--- src/cwd_pkg.sv ---
`default_nettype none
package cwd_pkg;
    // configuration offsets, byte addresses of each window register
    localparam logic [7:0] CWD_OFF_MEM0_TOP = 8'h20;
    localparam logic [7:0] CWD_OFF_MEM1_BOTTOM = 8'h24;
    localparam logic [7:0] CWD_OFF_MEM1_TOP = 8'h28;
    localparam logic [7:0] CWD_OFF_IO0_BOTTOM_LOW = 8'h2c;
    localparam logic [7:0] CWD_OFF_IO0_BOTTOM_HIGH = 8'h2e;

    // field positions
    localparam int CWD_MEM_LSB = 12;
    localparam int CWD_IO_LSB = 2;
    localparam int CWD_CMD_IO_EN_BIT = 0;
    localparam int CWD_CMD_MEM_EN_BIT = 1;
    localparam int CWD_BCTL_MEM1_PF_BIT = 8;

    // reset values
    localparam logic [19:0] CWD_MEM_RST = 20'h00000;
    localparam logic [13:0] CWD_IO_LOW_RST = 14'h0000;
    localparam logic [15:0] CWD_IO_HIGH_RST = 16'h0000;

    // read-only addressing mode code in bits 1..0 of the i/o base
    localparam logic [1:0] CWD_IOMODE_16 = 2'h0;
    localparam logic [1:0] CWD_IOMODE_32 = 2'h1;

    // decode latency from request to answer, in clocks
    localparam int CWD_DECODE_LAT = 1;

    typedef enum logic [1:0] {
        CWD_WIN_NONE,
        CWD_WIN_MEM0,
        CWD_WIN_MEM1,
        CWD_WIN_IO0
    } cwd_win_e;

    // one transaction presented on the primary side for decode
    typedef struct packed {
        logic valid;
        logic is_io;
        logic [31:0] addr;
    } cwd_txn_s;

    // decode answer: forward to the card side or not
    typedef struct packed {
        logic valid;
        logic fwd;
        cwd_win_e win;
        logic prefetch;
    } cwd_result_s;
endpackage
`default_nettype wire

--- src/cwd_mode_latch.sv ---
`default_nettype none
// catches the i/o addressing mode strap once, on the first edge after reset release
module cwd_mode_latch
    import cwd_pkg::*;
(
    input wire logic clk,
    input wire logic rst_n,
    input wire logic io32_strap,
    output logic io32_mode
);
    logic taken_q;
    logic mode_q;

    // strap is sampled after release, never through the reset path
    always_ff @(posedge clk) begin
        if (!rst_n) begin
            taken_q <= 1'b0;
            mode_q <= 1'b0;
        end else if (!taken_q) begin
            taken_q <= 1'b1;
            mode_q <= io32_strap;
        end
    end

    assign io32_mode = mode_q;
endmodule
`default_nettype wire

--- src/cwd_range_cmp.sv ---
`default_nettype none
// unsigned inclusive range check, limit taken with its low bits all ones
module cwd_range_cmp #(
    parameter int W = 20
) (
    input wire logic [W-1:0] addr,
    input wire logic [W-1:0] bottom,
    input wire logic [W-1:0] top,
    output logic hit
);
    // comparing only the upper bits makes the dropped low bits of the top act as ones
    assign hit = (addr >= bottom) && (addr <= top); // [RULE2] [RULE19] [RULE4]
endmodule
`default_nettype wire

--- src/cwd_window_decode.sv ---
`default_nettype none
// Function
// RULE1: memory registers keep bits 31..12, low zero
// RULE2: limit low twelve bits decode as ones
// RULE3: memory windows need memory-space enable
// RULE4: limit below base never hits
// RULE5: window 1 gated by command bit 1
// RULE6: bridge control bit 8 sets prefetchable
// RULE7: software clears prefetch only for side effects
// RULE8: memory hit forwards transaction to card
// RULE9: legacy 16-bit card disables window decode
// RULE10: i/o base low holds bits 15..2
// RULE11: i/o base bits 1..0 report mode
// RULE12: 16-bit mode zeros upper base bits
// RULE13: upper base half writable in 32-bit mode
// RULE14: i/o window needs i/o-space enable
// RULE15: i/o hit forwards transaction to card
// RULE16: writes to read-only low bits ignored
// RULE17: both i/o base halves reset zero
// RULE18: i/o top comes from limit register
// RULE19: hit is unsigned base <= addr <= limit
module cwd_window_decode
    import cwd_pkg::*;
(
    input wire logic clk,
    input wire logic rst_n,
    // configuration access port
    input wire logic cfg_sel,
    input wire logic cfg_wr,
    input wire logic [7:0] cfg_addr,
    input wire logic [3:0] cfg_be,
    input wire logic [31:0] cfg_wdata,
    output logic cfg_ack,
    output logic cfg_claim,
    output logic [31:0] cfg_rdata,
    // state held by neighbouring configuration registers, plus the mode strap and card presence
    input wire logic [15:0] pci_command,
    input wire logic [15:0] bridge_control,
    input wire logic [31:0] mem_window0_bottom,
    input wire logic [31:0] io_window0_top,
    input wire logic io32_strap,
    input wire logic legacy_16bit_card,
    // transaction decode
    input wire cwd_txn_s txn,
    output cwd_result_s result
);
    logic [19:0] mem0_top_q;
    logic [19:0] mem1_bottom_q;
    logic [19:0] mem1_top_q;
    logic [13:0] io0_low_q;
    logic [15:0] io0_high_q;
    logic io32_mode;
    logic [1:0] io_mode_code;
    logic wr_mem0_top;
    logic wr_mem1_bottom;
    logic wr_mem1_top;
    logic wr_io0;
    logic [31:0] mem0_top_next;
    logic [31:0] mem1_bottom_next;
    logic [31:0] mem1_top_next;
    logic [31:0] io0_next;
    logic [31:0] rd_d;
    logic claim_d;
    logic [31:0] io_bottom_eff;
    logic [31:0] io_top_eff;
    logic mem0_in;
    logic mem1_in;
    logic io0_in;
    logic mem_en;
    logic io_en;
    logic card_ok;
    cwd_result_s result_d;
    cwd_result_s result_q;
    logic ack_q;
    logic claim_q;
    logic [31:0] rdata_q;

    // byte-lane merge used by every register write
    function automatic logic [31:0] merge_be(input logic [31:0] old,
                                             input logic [31:0] wdata,
                                             input logic [3:0] be);
        logic [31:0] r;
        r = old;
        for (int i = 0; i < 4; i++) begin
            if (be[i]) begin
                r[8*i +: 8] = wdata[8*i +: 8];
            end
        end
        return r;
    endfunction

    // dword address match; the two i/o halves share the 2c dword
    function automatic logic at_dword(input logic [7:0] a, input logic [7:0] off);
        return a[7:2] == off[7:2];
    endfunction

    cwd_mode_latch u_mode (
        .clk(clk),
        .rst_n(rst_n),
        .io32_strap(io32_strap),
        .io32_mode(io32_mode)
    );

    // mode code shown in the low bits of the i/o base
    assign io_mode_code = io32_mode ? CWD_IOMODE_32 : CWD_IOMODE_16; // [RULE11]

    // write strobes
    assign wr_mem0_top = cfg_sel && cfg_wr && at_dword(cfg_addr, CWD_OFF_MEM0_TOP);
    assign wr_mem1_bottom = cfg_sel && cfg_wr && at_dword(cfg_addr, CWD_OFF_MEM1_BOTTOM);
    assign wr_mem1_top = cfg_sel && cfg_wr && at_dword(cfg_addr, CWD_OFF_MEM1_TOP);
    assign wr_io0 = cfg_sel && cfg_wr && at_dword(cfg_addr, CWD_OFF_IO0_BOTTOM_LOW);

    // merged words; only writable fields are kept, so low bits stay fixed
    assign mem0_top_next = merge_be({mem0_top_q, 12'h000}, cfg_wdata, cfg_be);
    assign mem1_bottom_next = merge_be({mem1_bottom_q, 12'h000}, cfg_wdata, cfg_be);
    assign mem1_top_next = merge_be({mem1_top_q, 12'h000}, cfg_wdata, cfg_be);
    assign io0_next = merge_be({io0_high_q, io0_low_q, io_mode_code}, cfg_wdata, cfg_be);

    // memory window registers
    always_ff @(posedge clk) begin
        if (!rst_n) begin
            mem0_top_q <= CWD_MEM_RST;
            mem1_bottom_q <= CWD_MEM_RST;
            mem1_top_q <= CWD_MEM_RST;
        end else begin
            if (wr_mem0_top) begin
                mem0_top_q <= mem0_top_next[31:CWD_MEM_LSB]; // [RULE1] [RULE16]
            end
            if (wr_mem1_bottom) begin
                mem1_bottom_q <= mem1_bottom_next[31:CWD_MEM_LSB]; // [RULE1] [RULE16]
            end
            if (wr_mem1_top) begin
                mem1_top_q <= mem1_top_next[31:CWD_MEM_LSB]; // [RULE1] [RULE16]
            end
        end
    end

    // i/o base halves; upper half is locked out in 16-bit mode
    always_ff @(posedge clk) begin
        if (!rst_n) begin
            io0_low_q <= CWD_IO_LOW_RST; // [RULE17]
            io0_high_q <= CWD_IO_HIGH_RST; // [RULE17]
        end else if (wr_io0) begin
            io0_low_q <= io0_next[15:CWD_IO_LSB]; // [RULE10] [RULE16]
            if (io32_mode) begin
                io0_high_q <= io0_next[31:16]; // [RULE13]
            end
        end
    end

    // read mux; unclaimed offsets read zero and are left to other registers
    always_comb begin
        rd_d = 32'h00000000;
        claim_d = 1'b1;
        if (at_dword(cfg_addr, CWD_OFF_MEM0_TOP)) begin
            rd_d = {mem0_top_q, 12'h000}; // [RULE1]
        end else if (at_dword(cfg_addr, CWD_OFF_MEM1_BOTTOM)) begin
            rd_d = {mem1_bottom_q, 12'h000}; // [RULE1]
        end else if (at_dword(cfg_addr, CWD_OFF_MEM1_TOP)) begin
            rd_d = {mem1_top_q, 12'h000}; // [RULE1]
        end else if (at_dword(cfg_addr, CWD_OFF_IO0_BOTTOM_LOW)) begin
            rd_d = {io0_high_q, io0_low_q, io_mode_code}; // [RULE11]
        end else begin
            claim_d = 1'b0;
        end
    end

    // configuration answer one clock after the strobe
    always_ff @(posedge clk) begin
        if (!rst_n) begin
            ack_q <= 1'b0;
            claim_q <= 1'b0;
            rdata_q <= 32'h00000000;
        end else begin
            ack_q <= cfg_sel;
            claim_q <= cfg_sel && claim_d;
            if (cfg_sel && !cfg_wr) begin
                rdata_q <= rd_d;
            end
        end
    end

    assign cfg_ack = ack_q;
    assign cfg_claim = claim_q;
    assign cfg_rdata = rdata_q;

    // effective i/o bounds; in 16-bit mode the upper halves count as zero
    assign io_bottom_eff = io32_mode ? {io0_high_q, io0_low_q, 2'h0}
                                     : {16'h0000, io0_low_q, 2'h0}; // [RULE12]
    // the top bound is owned by the limit register at 30h
    assign io_top_eff = io32_mode ? io_window0_top
                                  : {16'h0000, io_window0_top[15:0]}; // [RULE18]

    cwd_range_cmp #(.W(20)) u_mem0 (
        .addr(txn.addr[31:CWD_MEM_LSB]),
        .bottom(mem_window0_bottom[31:CWD_MEM_LSB]),
        .top(mem0_top_q),
        .hit(mem0_in)
    );

    cwd_range_cmp #(.W(20)) u_mem1 (
        .addr(txn.addr[31:CWD_MEM_LSB]),
        .bottom(mem1_bottom_q),
        .top(mem1_top_q),
        .hit(mem1_in)
    );

    // dword granularity for i/o, so the top's two low bits act as ones
    cwd_range_cmp #(.W(30)) u_io0 (
        .addr(txn.addr[31:CWD_IO_LSB]),
        .bottom(io_bottom_eff[31:CWD_IO_LSB]),
        .top(io_top_eff[31:CWD_IO_LSB]),
        .hit(io0_in)
    );

    // global gates
    assign mem_en = pci_command[CWD_CMD_MEM_EN_BIT]; // [RULE3] [RULE5]
    assign io_en = pci_command[CWD_CMD_IO_EN_BIT]; // [RULE14]
    assign card_ok = !legacy_16bit_card; // [RULE9]

    // decode; window 0 wins if software lets the two memory windows overlap
    always_comb begin
        result_d = '0;
        result_d.valid = txn.valid;
        result_d.win = CWD_WIN_NONE;
        if (txn.valid && card_ok) begin
            if (txn.is_io) begin
                if (io_en && io0_in) begin
                    result_d.fwd = 1'b1; // [RULE15]
                    result_d.win = CWD_WIN_IO0;
                end
            end else if (mem_en && mem0_in) begin
                result_d.fwd = 1'b1; // [RULE8]
                result_d.win = CWD_WIN_MEM0;
            end else if (mem_en && mem1_in) begin
                result_d.fwd = 1'b1; // [RULE8]
                result_d.win = CWD_WIN_MEM1;
                // software keeps this set unless reads have side effects
                result_d.prefetch = bridge_control[CWD_BCTL_MEM1_PF_BIT]; // [RULE6] [RULE7]
            end
        end
    end

    // answer registered, one clock after the request
    always_ff @(posedge clk) begin
        if (!rst_n) begin
            result_q <= '0;
        end else begin
            result_q <= result_d;
        end
    end

    assign result = result_q;
endmodule
`default_nettype wire

--- config.mk ---
export PLATFORM = sky130hd
export DESIGN_NAME = cwd_window_decode
export DESIGN_NICKNAME = d
export VERILOG_FILES = /design/src/cwd_pkg.sv /design/src/cwd_mode_latch.sv /design/src/cwd_range_cmp.sv /design/src/cwd_window_decode.sv
export SDC_FILE = /design/constraint.sdc
export NUM_CORES = 1
export LEC_CHECK = 0
export ABC_AREA = 1
export BUFFER_PORTS_ARGS = -buffer_cell sky130_fd_sc_hd__buf_4
export CAP_MARGIN = 40
export CORE_ASPECT_RATIO = 0.5
export CORE_MARGIN = 8
export CORE_UTILIZATION = 40
export CTS_BUF_LIST = sky130_fd_sc_hd__clkbuf_16
export CTS_CLUSTER_DIAMETER = 100
export DETAILED_ROUTE_END_ITERATION = 10
export MAX_ROUTING_LAYER = met4
export PLACE_DENSITY = 0.68
export SLEW_MARGIN = 20
export SYNTH_ARGS = -nofsm -noshare
export SYNTH_HDL_FRONTEND = slang
export SYNTH_HIERARCHICAL = 1
export SYNTH_SLANG_ARGS = --single-unit
--- constraint.sdc ---
create_clock -name clk -period 6.5 [get_ports clk]
set_clock_uncertainty 0.1 [all_clocks]
set_input_delay 0.975 -clock clk [delete_from_list [all_inputs] [get_ports clk]]
set_output_delay 0.975 -clock clk [all_outputs]
set_load 0.02 [all_outputs]
After elaboration in Yosys (flattened, before gate mapping)
Index checks and enable logic that the tools add are counted.
{"block": "op_classes", "muxes": 16, "n_reduce_logical": 31, "n_bitwise": 3, "eq_ne": 4, "order_cmp": 6}
{"cell": "32-bit 2-to-1 mux", "n": 6}
{"cell": "20-bit greater-or-equal comparator", "n": 2}
{"cell": "20-bit <= comparator", "n": 2}
{"cell": "30-bit greater-or-equal comparator", "n": 1}
{"cell": "30-bit <= comparator", "n": 1}
{"cell": "6-bit by 4-bit equality test with 1-bit output (second input constant)", "n": 4}
{"cell": "2-bit AND reduction", "n": 12}
{"cell": "1-bit logical AND", "n": 14}
{"cell": "3-bit 2-to-1 mux", "n": 3}
{"cell": "1-bit 2-to-1 mux", "n": 6}
{"cell": "3-bit AND reduction", "n": 2}
{"cell": "5-bit OR reduction", "n": 1}
{"cell": "4-bit 2-to-1 mux", "n": 1}
{"cell": "1-bit inverter", "n": 3}
{"cell": "1-bit zero test", "n": 2}
{"block": "totals", "ff_bits": 131, "word_cells": 82, "out_inout_bits": 39}

Depth between registers and ports, before layout
Gate-level depths: netlist of run 1.
{"block": "depth", "depth_word": 6, "mapped_depth": 19, "mapped_depth_nobuf": 17}

By module
Netlist of run 1, hierarchy kept.
{"module": "cwd_window_decode", "area_each_um2": 5599.1, "cells_each": 791, "n_inst": 1, "seq_area_each_um2": 2562.5}
{"module": "cwd_range_cmp at u_mem0 ...", "area_each_um2": 1168.6, "cells_each": 197, "n_inst": 2, "seq_area_each_um2": 0.0}
{"module": "cwd_range_cmp at u_io0", "area_each_um2": 1769.2, "cells_each": 299, "n_inst": 1, "seq_area_each_um2": 0.0}
{"module": "cwd_mode_latch", "area_each_um2": 61.3, "cells_each": 7, "n_inst": 1, "seq_area_each_um2": 40.0}

Worst setup path before layout of run 1
Ideal clock, no wire load.
{"block": "synth_timing", "kind": "input -> register", "start": "input io_window0_top[31]", "end": "register result_q, in the netlist result[3]", "required_time_ns": 6.272, "n_path_buf": 0, "arrival_time_ns": 2.196, "stages": 17, "slack_ns": 4.076, "path_cell_list": "nand2_1 -> inv_1 -> inv_1 -> ha_1 -> nand2_2 -> nor2_4 -> nand2_4 -> nor2_4 -> nand2_1 -> nand2_1 -> nor2_1 -> nand2_1 -> nand2_1 -> nand2_1 -> inv_1 -> nand4_1 -> o211ai_1"}
{"block": "synth_between", "elab_chain_cells": 6}
{"element": "from (decl)", "line": "cwd_window_decode.sv:40", "rtl": "input wire logic [31:0] io_window0_top,"}
{"element": "32-bit 2-to-1 mux", "line": "cwd_window_decode.sv:191", "rtl": "assign io_top_eff = io32_mode ? io_window0_top"}
{"element": "net io_top_eff[31]", "line": "cwd_window_decode.sv:65", "rtl": "logic [31:0] io_top_eff;"}
{"element": "30-bit <= comparator", "line": "cwd_range_cmp.sv:12", "rtl": "assign hit = (addr >= bottom) && (addr <= top);"}
{"element": "1-bit logical AND", "line": "cwd_range_cmp.sv:12"}
{"element": "net io0_in", "line": "cwd_window_decode.sv:68", "rtl": "logic io0_in;"}
{"element": "1-bit logical AND", "line": "cwd_window_decode.sv:228", "rtl": "if (io_en && io0_in) begin"}
{"element": "3-bit 2-to-1 mux", "line": "cwd_window_decode.sv:228"}
{"element": "3-bit 2-to-1 mux", "line": "cwd_window_decode.sv:227", "rtl": "if (txn.is_io) begin"}
{"element": "to (signal assigned)", "line": "cwd_window_decode.sv:249", "rtl": "result_q <= result_d;"}
{"element": "to (decl)", "line": "cwd_window_decode.sv:73", "rtl": "cwd_result_s result_q;"}
The timed path passes the listed nets, and every way through them passes these cells.
A chain may end at the register's enable or synchronous reset.

Worst setup path in the final report of run 1
{"block": "layout_timing", "start": "input cfg_addr[2]", "end": "register mem0_top_q[13]"}
{"block": "layout_between", "elab_chain_cells": 3}
{"element": "from (decl)", "line": "cwd_window_decode.sv:30", "rtl": "input wire logic [7:0] cfg_addr,"}
{"element": "6-bit by 4-bit equality test with 1-bit output", "line": "cwd_window_decode.sv:94", "rtl": "return a[7:2] == off[7:2];"}
{"element": "1-bit logical AND", "line": "cwd_window_decode.sv:108", "rtl": "assign wr_mem0_top = cfg_sel && cfg_wr && at_dword(cfg_addr, CWD_OFF_MEM0_TOP);"}
{"element": "2-bit AND reduction (no line)"}
{"element": "to (signal assigned)", "line": "cwd_window_decode.sv:127", "rtl": "mem0_top_q <= mem0_top_next[31:CWD_MEM_LSB];"}
{"element": "to (decl)", "line": "cwd_window_decode.sv:47", "rtl": "logic [19:0] mem0_top_q;"}
No other way between the ends.

==> results of run 1 <==
-- sequential cells by signal (all words and copies together), names as in the netlist, 5 cells and up --
register	flops
cfg_rdata	31
mem0_top_q	20
mem1_bottom_q	20
mem1_top_q	20
io0_high_q	16
io0_low_q	14
result	5
-- routing by layer --
metal | vias to the layer above | global-route usage
met1 | 4418 | 0.266
met3 | 43 | 0.0419
met5 | - | -
met4 | 0 | 0.0705
li1 | 5033 | -
met2 | 296 | 0.330
-- cells in the mapped netlist, drive strengths merged (4+ instances only) --
library cell | n | area (um^2)
ha | 140 | 1750
dfxtp | 130 | 2600
nor2 | 109 | 539
a21o | 4 | 30.0
nand4 | 7 | 56.3
a21oi | 149 | 749
o21ai | 26 | 130
buf | 20 | 138
nand3 | 190 | 996
inv | 256 | 961
nand2 | 416 | 1600
clkbuf | 32 | 120
-- how the worst min path moves through the flow --
stage / from / endpoint / cells past startpoint
floorplan: io0_low_q[11] / io0_low_q[11] / 2
global placement: cfg_rdata[6] / cfg_rdata[6] / 2
detailed placement: cfg_rdata[10] / cfg_rdata[10] / 2
CTS: cfg_rdata[8] / cfg_rdata[8] / 2
global route: mem0_top_q[5] / mem0_top_q[5] / 2
finish: cfg_rdata[8] / cfg_rdata[8] / 2
-- cell type report --
type	count	share of cell area
multi-input cells	1051	0.500
flip-flops and latches	130	0.219
repair buffers	177	0.114
inverters	258	0.0815
clock buffers	17	0.0358
well taps	315	0.0332
clock inverters	15	0.0159
-- stage by stage --
| step | hold WS, ns | area, um^2 |
|---|---|---|
| global route | 0.390 | 11900 |
| detailed placement | 0.356 | 11200 |
| CTS | 0.369 | 11900 |
| finish | 0.366 | 11900 |
| floorplan | 0.354 | 9770 |
| global placement | 0.359 | 11200 |
-- critical path: stages --
cell and delay, ns:
sky130_fd_sc_hd__buf_4 0.14, sky130_fd_sc_hd__nor2_4 0.47, sky130_fd_sc_hd__nand3_2 0.22, sky130_fd_sc_hd__nor2_2 0.42, sky130_fd_sc_hd__buf_4 0.33, sky130_fd_sc_hd__nand2_1 0.29, sky130_fd_sc_hd__nand2_1 0.14, sky130_fd_sc_hd__a21oi_1 0.07
-- logic make-up (layout without fill, tap and decap cells) --
| group | count (synthesis) | in the layout | synth area share |
|---|---|---|---|
| DFF | 130 | 130 | 0.266 |
| adders and majority gates | 140 | 140 | 0.179 |
| buffers and inverters | 310 | 467 | 0.126 |
| other | 1 | 1 | 0.000384 |
| AOI/OAI and AO/OA | 184 | 184 | 0.0970 |
| and+or+nand+nor | 726 | 726 | 0.331 |
-- report_power, final --
part | switching (mW) | internal [mW]
clock | 0.393 | 0.638
sequential | 0.00461 | 0.806
combinational | 0.219 | 0.147
total | 0.616 | 1.59
==> PnR_summary.wiki, run 1 <==
{| class="wikitable"
! Metric !! Value
|-
| Fraction of final layout cells sized beyond drive strength 1 || 0.160
|-
| CTS tree || yes
|-
| Wire length on met1 || 14,000 um
|-
| Buffer type at the clock tree root || sky130_fd_sc_hd__clkbuf_16
|-
| Max Cap Violations || 0
|-
| GR Overflow Total || 0
|-
| Count of yosys warnings during synthesis || 6
|-
| H-tree depth || 4
|-
| Total CTS buffers || 17
|-
| Crit. End Element || flop
|-
| Boundary pin count || 219
|-
| Placer congestion estimate || 0.869
|-
| Wire length of the first global-routing pass || 49,000 um
|-
| Multi-input gate area in the final layout || 5950 um^2
|-
| Register-to-register path setup slack || 3.92 ns
|-
| Register cell area after layout || 2600 um^2
|-
| Count of antenna diodes in the layout || 0
|-
| Depth of the worst register-to-register path || 17
|-
| Leading cell type in the layout, fill and taps excluded || sky130_fd_sc_hd__nand2_1
|-
| Prevailing post-synth register cell || sky130_fd_sc_hd__dfxtp_1
|-
| Post-layout minimum cycle time || 2.88 ns
|-
| Deepest clock path buffer count || 2
|-
| Post-synthesis sequential element count || 130
|-
| Area growth from synthesis to final layout || 21.7%
|-
| Portion of the post-synthesis area used by sequential elements || 0.266
|-
| Post-layout utilization of the core || 0.496
|-
| TritonRoute pass-1 iters || 5
|-
| Number of cell rows || 40
|-
| Post-cts repair resize count || 0
|-
| Final hold violations || 0
|-
| Vias in the first global route || 9,379
|-
| Antenna violations before repair || 0
|-
| Insertion delay to the later sink of the worst-skew pair || 0.44 ns
|-
| Final clock period utilization by the worst path || 0.443
|-
| Synthesized area || 9770 um^2
|-
| Leak || 5.55 nW
|-
| Worst setup path class || input port to flop
|-
| Power after layout || 2.21 mW
|-
| Final routed DRC violation total || 0
|-
| Least-Margin Pin Slew || 0.755 ns
|-
| Height of the die || 126 um
|-
| Final setup viols || 0
|-
| Worst slack, placed || 3.22 ns
|-
| Fin cells || 1,963
|-
| Mean Syn Cell Area || 6.55 um^2
|-
| Die boundary width || 237 um
|-
| Highest routed metal layer || met4
|-
| Pwr dens || 186 nW/um^2
|-
| Detailed route wirelength on metal3 || 2250 um
|-
| Post-route worst setup slack || 3.62 ns
|-
| Worst Setup EP || mem0_top_q[13]
|-
| Status || finished clean
|-
| Count of nets left with antenna violations after detail routing || 0
|-
| Number of buffers inserted by hold repair at cts || 0
|-
| Quantity of I/O buffers inserted on ports || 168
|-
| Ys async rst share || 0
|-
| Largest net degree at the start of global routing || 80
|-
| Violation count after the first detailed-routing iteration || 898
|-
| Hold WC Path Type || flop to flop
|-
| Wire length per cell || 15.9 um
|-
| Number of instances in the synthesized netlist || 1,491
|-
| Full die area || 30,000 um^2
|-
| Number of max-slew violations in the final report || 0
|-
| Syn_nets || 1,811
|-
| Count of flip-flops with a built-in enable after synthesis || 0
|-
| Critical register-to-register path startpoint || u_mode/io32_mode
|-
| Worst-case headroom to the max-slew limit || 0.496
|-
| Critical path startpoint category || input port
|-
| Destination of the worst register-to-register timing path || result[3]
|-
| Via count || 9,790
|-
| # clock sinks || 130
|-
| Worst setup path startpoint || cfg_addr[2]
|-
| Effective utilization at floorplan || 0.407
|-
| Wire length on met2 || 14,300 um
|-
| Gr usage total || 0.209
|-
| Arrival @ worst endpoint || 3.09 ns
|-
| RSZ-0062 raised after global routing || false
|-
| Half-perimeter wire length of the detailed placement result || 23,400 um
|-
| Highest clock rate || 348 MHz
|-
| Netlist cell types || 33
|-
| Count of nets after finishing || 1,955
|-
| Post-CTS Setup Repair Bufs || 0
|-
| Cell total after placement || 1,930
|-
| Number of filler cells placed in the layout || 2,421
|-
| Setup TNS Final || 0 ns
|-
| Clock-pin slew on the worst setup and hold paths || 0.07 ns
|-
| Area of the placeable core || 24,000 um^2
|-
| Final WL || 31,200 um
|-
| Commonest cells after routing, fill and taps aside || sky130_fd_sc_hd__nand2_1, sky130_fd_sc_hd__inv_1, sky130_fd_sc_hd__nand3_1
|-
| Per-cell via count in the routed design || 4.99
|-
| Required time of the critical path || 6.71 ns
|-
| Maximum vdd drop || 0.179 mV
|-
| Biggest fanout along the worst timing path || 17
|}
Note: power is estimated with default switching activity, not from simulation.
==> run 2, diff against run 1 <==
Settings changed: ABC_AREA 1 to 0, PLACE_DENSITY 0.68 to 0.69.
Clock period 6.5 ns to 3 ns, I/O delays scaled along.
==> PnR_summary.wiki, run 2 <==
{| class="wikitable"
! Metric !! Value
|-
| Internal portion of total power || 3.27 mW
|-
| Placer congestion estimate || 0.877
|-
| GR Overflow Total || 0
|-
| Area growth from synthesis to final layout || 25.2%
|-
| Syn_nets || 1,340
|-
| Wire length per cell || 19.0 um
|-
| Crit path cell chain || buf_12 -> and2_1 -> inv_1 -> ha_1 -> nand4_2 -> nor4_4 -> nor3b_2 -> o31ai_1 -> o2111ai_1 -> a2bb2oi_2 -> nand4_1 -> a21bo_2
|-
| Arrival @ worst endpoint || 3.04 ns
|-
| Post-synthesis sequential element count || 130
|-
| Pwr dens || 398 nW/um^2
|-
| Seq pwr share || 0.385
|-
| Die boundary width || 229 um
|-
| Leading cell type in the layout, fill and taps excluded || sky130_fd_sc_hd__buf_4
|-
| H-tree depth || 4
|-
| Critical path startpoint category || flop
|-
| Worst-case headroom to the max-slew limit || 0.496
|-
| Biggest fanout along the worst timing path || 25
|-
| Per-cell via count in the routed design || 5.24
|-
| Leak || 4.91 nW
|-
| Ys async rst share || 0
|-
| Worst setup path class || flop to flop
|-
| Portion of total power attributed to the clock network || 0.464
|-
| Count of nets after finishing || 1,506
|-
| Total CTS buffers || 17
|-
| Switching power total || 1.24 mW
|-
| CTS tree || yes
|-
| Area contributors post-synth || sky130_fd_sc_hd__dfxtp_1, sky130_fd_sc_hd__ha_1, sky130_fd_sc_hd__mux2i_1
|-
| Count of nets left with antenna violations after detail routing || 0
|-
| Status || finished clean
|-
| DP Area || 10,700 um^2
|-
| Count of flip-flops with a built-in enable after synthesis || 0
|-
| Largest net degree at the start of global routing || 58
|-
| Violation count after the first detailed-routing iteration || 556
|-
| CP max stage delay || 0.43 ns
|-
| Final setup viols || 0
|-
| Portion of the post-synthesis area used by sequential elements || 0.287
|-
| Least-Margin Pin Slew || 0.753 ns
|-
| Hold WC Path Type || input port to flop
|-
| Quantity of I/O buffers inserted on ports || 168
|-
| Commonest cells after routing, fill and taps aside || sky130_fd_sc_hd__buf_4, sky130_fd_sc_hd__nand2_1, sky130_fd_sc_hd__inv_1
|-
| Deepest clock path buffer count || 2
|-
| Final hold violations || 0
|-
| Synthesized area || 9050 um^2
|-
| Netlist cell types || 53
|-
| Count of yosys warnings during synthesis || 6
|-
| Buffer type at the clock tree root || sky130_fd_sc_hd__clkbuf_16
|-
| Highest-delay cell along the critical path || sky130_fd_sc_hd__nor4_4
|-
| Number of buffers inserted by hold repair at cts || 0
|-
| Setup TNS Final || 0 ns
|-
| Height of the die || 122 um
|-
| Crit. End Element || flop
|-
| Proportion of power drawn by combinational gates || 0.151
|-
| Area fraction of the dominant cell type after synthesis || 0.287
|-
| Max Cap Violations || 0
|-
| Via count || 7,902
|-
| Final WL || 28,600 um
|-
| Antenna violations before repair || 2
|-
| Prevailing post-synth register cell || sky130_fd_sc_hd__dfxtp_1
|-
| Switching power share of the total || 0.275
|-
| Number of max-slew violations in the final report || 0
|-
| Boundary pin count || 219
|-
| TritonRoute pass-1 iters || 5
|-
| Full die area || 28,000 um^2
|-
| Required time of the critical path || 3.22 ns
|-
| Post-layout minimum cycle time || 2.82 ns
|-
| Vias in the first global route || 7,916
|-
| Clock-pin slew on the worst setup and hold paths || 0.06 ns
|-
| Half-perimeter wire length of the detailed placement result || 22,700 um
|-
| Wire length of the first global-routing pass || 43,600 um
|-
| Maximum vdd drop || 0.295 mV
|-
| # clock sinks || 130
|-
| Kind of cell with the highest combined delay on the critical path || simple AND/OR/NAND/NOR gates
|-
| Number of instances in the synthesized netlist || 1,020
|-
| Number of cell rows || 39
|-
| Final clock period utilization by the worst path || 0.942
|-
| Final routed DRC violation total || 0
|-
| Fin area || 11,300 um^2
|-
| Insertion delay to the later sink of the worst-skew pair || 0.42 ns
|-
| Highest clock rate || 354 MHz
|-
| Cell taking the most area after synthesis || sky130_fd_sc_hd__dfxtp_1
|-
| Gr usage total || 0.206
|-
| Mean Syn Cell Area || 8.88 um^2
|-
| Largest register FFs || 31
|-
| Effective utilization at floorplan || 0.403
|-
| Area of the placeable core || 22,500 um^2
|-
| Most frequent cell after synthesis || sky130_fd_sc_hd__nand2_1
|-
| RSZ-0062 raised after global routing || false
|-
| Fraction of final layout cells sized beyond drive strength 1 || 0.223
|-
| Number of buffers and inverters on the critical path || 2
|-
| Ranking of synthesized cells by instance count || sky130_fd_sc_hd__nand2_1, sky130_fd_sc_hd__inv_1, sky130_fd_sc_hd__ha_1, sky130_fd_sc_hd__dfxtp_1, sky130_fd_sc_hd__mux2i_1
|}
==> run 2: power by group through the flow <==
| stage | Sequential, mW | Clock, mW | Combinational, mW |
|---|---|---|---|
| 2_1_floorplan | 1.77 | 0 | 0.346 |
| 6_report | 1.73 | 2.09 | 0.683 |
| 4_1_cts | 1.73 | 2.12 | 0.676 |
| 5_1_grt | 1.73 | 2.20 | 0.756 |
| 3_5_place_dp | 1.77 | 0 | 0.672 |
| 3_3_place_gp | 1.77 | 0 | 0.652 |
==> run 2: area by class of cell <==
class / count / area [um^2]
multi-input combinational: 706 / 5760
inverter: 144 / 541
fill: 2121 / 11200
clock inverter: 15 / 160
tap: 307 / 384
sequential: 130 / 2600
antenna: 1 / 2.50
clock buffer: 17 / 425
timing repair buffer: 187 / 1460
==> run 2: cell families after synthesis <==
logic type / Yosys count / share of synthesized area
mux: 111 / 0.150
compound gates: 148 / 0.112
flops: 130 / 0.287
buf+inv: 184 / 0.0790
other cells: 1 / 0.000414
fa+ha+maj: 140 / 0.193
simple gates: 306 / 0.177
==> run 2: final timing paths <==
| kind | from | slack, ns | cells after the start | endpoint |
|---|---|---|---|---|
| worst max-delay path | u_mode/io32_mode | 0.18 | 12 | result[1] |
| worst min-delay path | txn[33] | 0.11 | 3 | result[4] |
| worst max register to register | u_mode/io32_mode | 0.18 | 12 | result[1] |
| worst min register to register | cfg_rdata[10] | 0.37 | 2 | cfg_rdata[10] |
==> run 2: per-layer routing <==
layer	global-route usage	routed length, um	vias to the layer above	part of all wire
met4	0.0484	329	0	0.012
met3	0.0489	2160	26	0.076
met2	0.299	12200	243	0.43
met1	0.285	13900	3738	0.49
li1	-	-	3895	-
met5	-	0	-	0
==> run 2: worst reg2reg max path: stages, from the launching register on <==
cell and delay (ns):
sky130_fd_sc_hd__dfxtp_1 0.39, sky130_fd_sc_hd__buf_12 0.17, sky130_fd_sc_hd__and2_1 0.14, sky130_fd_sc_hd__inv_1 0.04, sky130_fd_sc_hd__ha_1 0.32, sky130_fd_sc_hd__nand4_2 0.24, sky130_fd_sc_hd__nor4_4 0.43, sky130_fd_sc_hd__nor3b_2 0.25
sky130_fd_sc_hd__o31ai_1 0.10, sky130_fd_sc_hd__o2111ai_1 0.12, sky130_fd_sc_hd__a2bb2oi_2 0.10, sky130_fd_sc_hd__nand4_1 0.10, sky130_fd_sc_hd__a21bo_2 0.23
==> run 2: what timing repair did <==
| action | in CTS | in global routing |
|---|---|---|
| buffers inserted | 0 | 0 |
| endpoints found under the setup margin | 0 | 3 |
| gates resized for setup | 0 | 3 |
==> run 2: metrics by stage <==
step	instances	total power, mW	utilization	hold slack [ns]	setup slack (ns)
detailed placement	1473	2.44	0.476	0.360	0.0632
floorplan	1020	2.12	-	0.340	0.534
global route	1507	4.69	0.504	0.120	0.0445
CTS	1505	4.53	0.502	0.0880	0.0457
finish	1507	4.51	0.504	0.111	0.175
global placement	1473	2.42	0.476	0.356	0.144
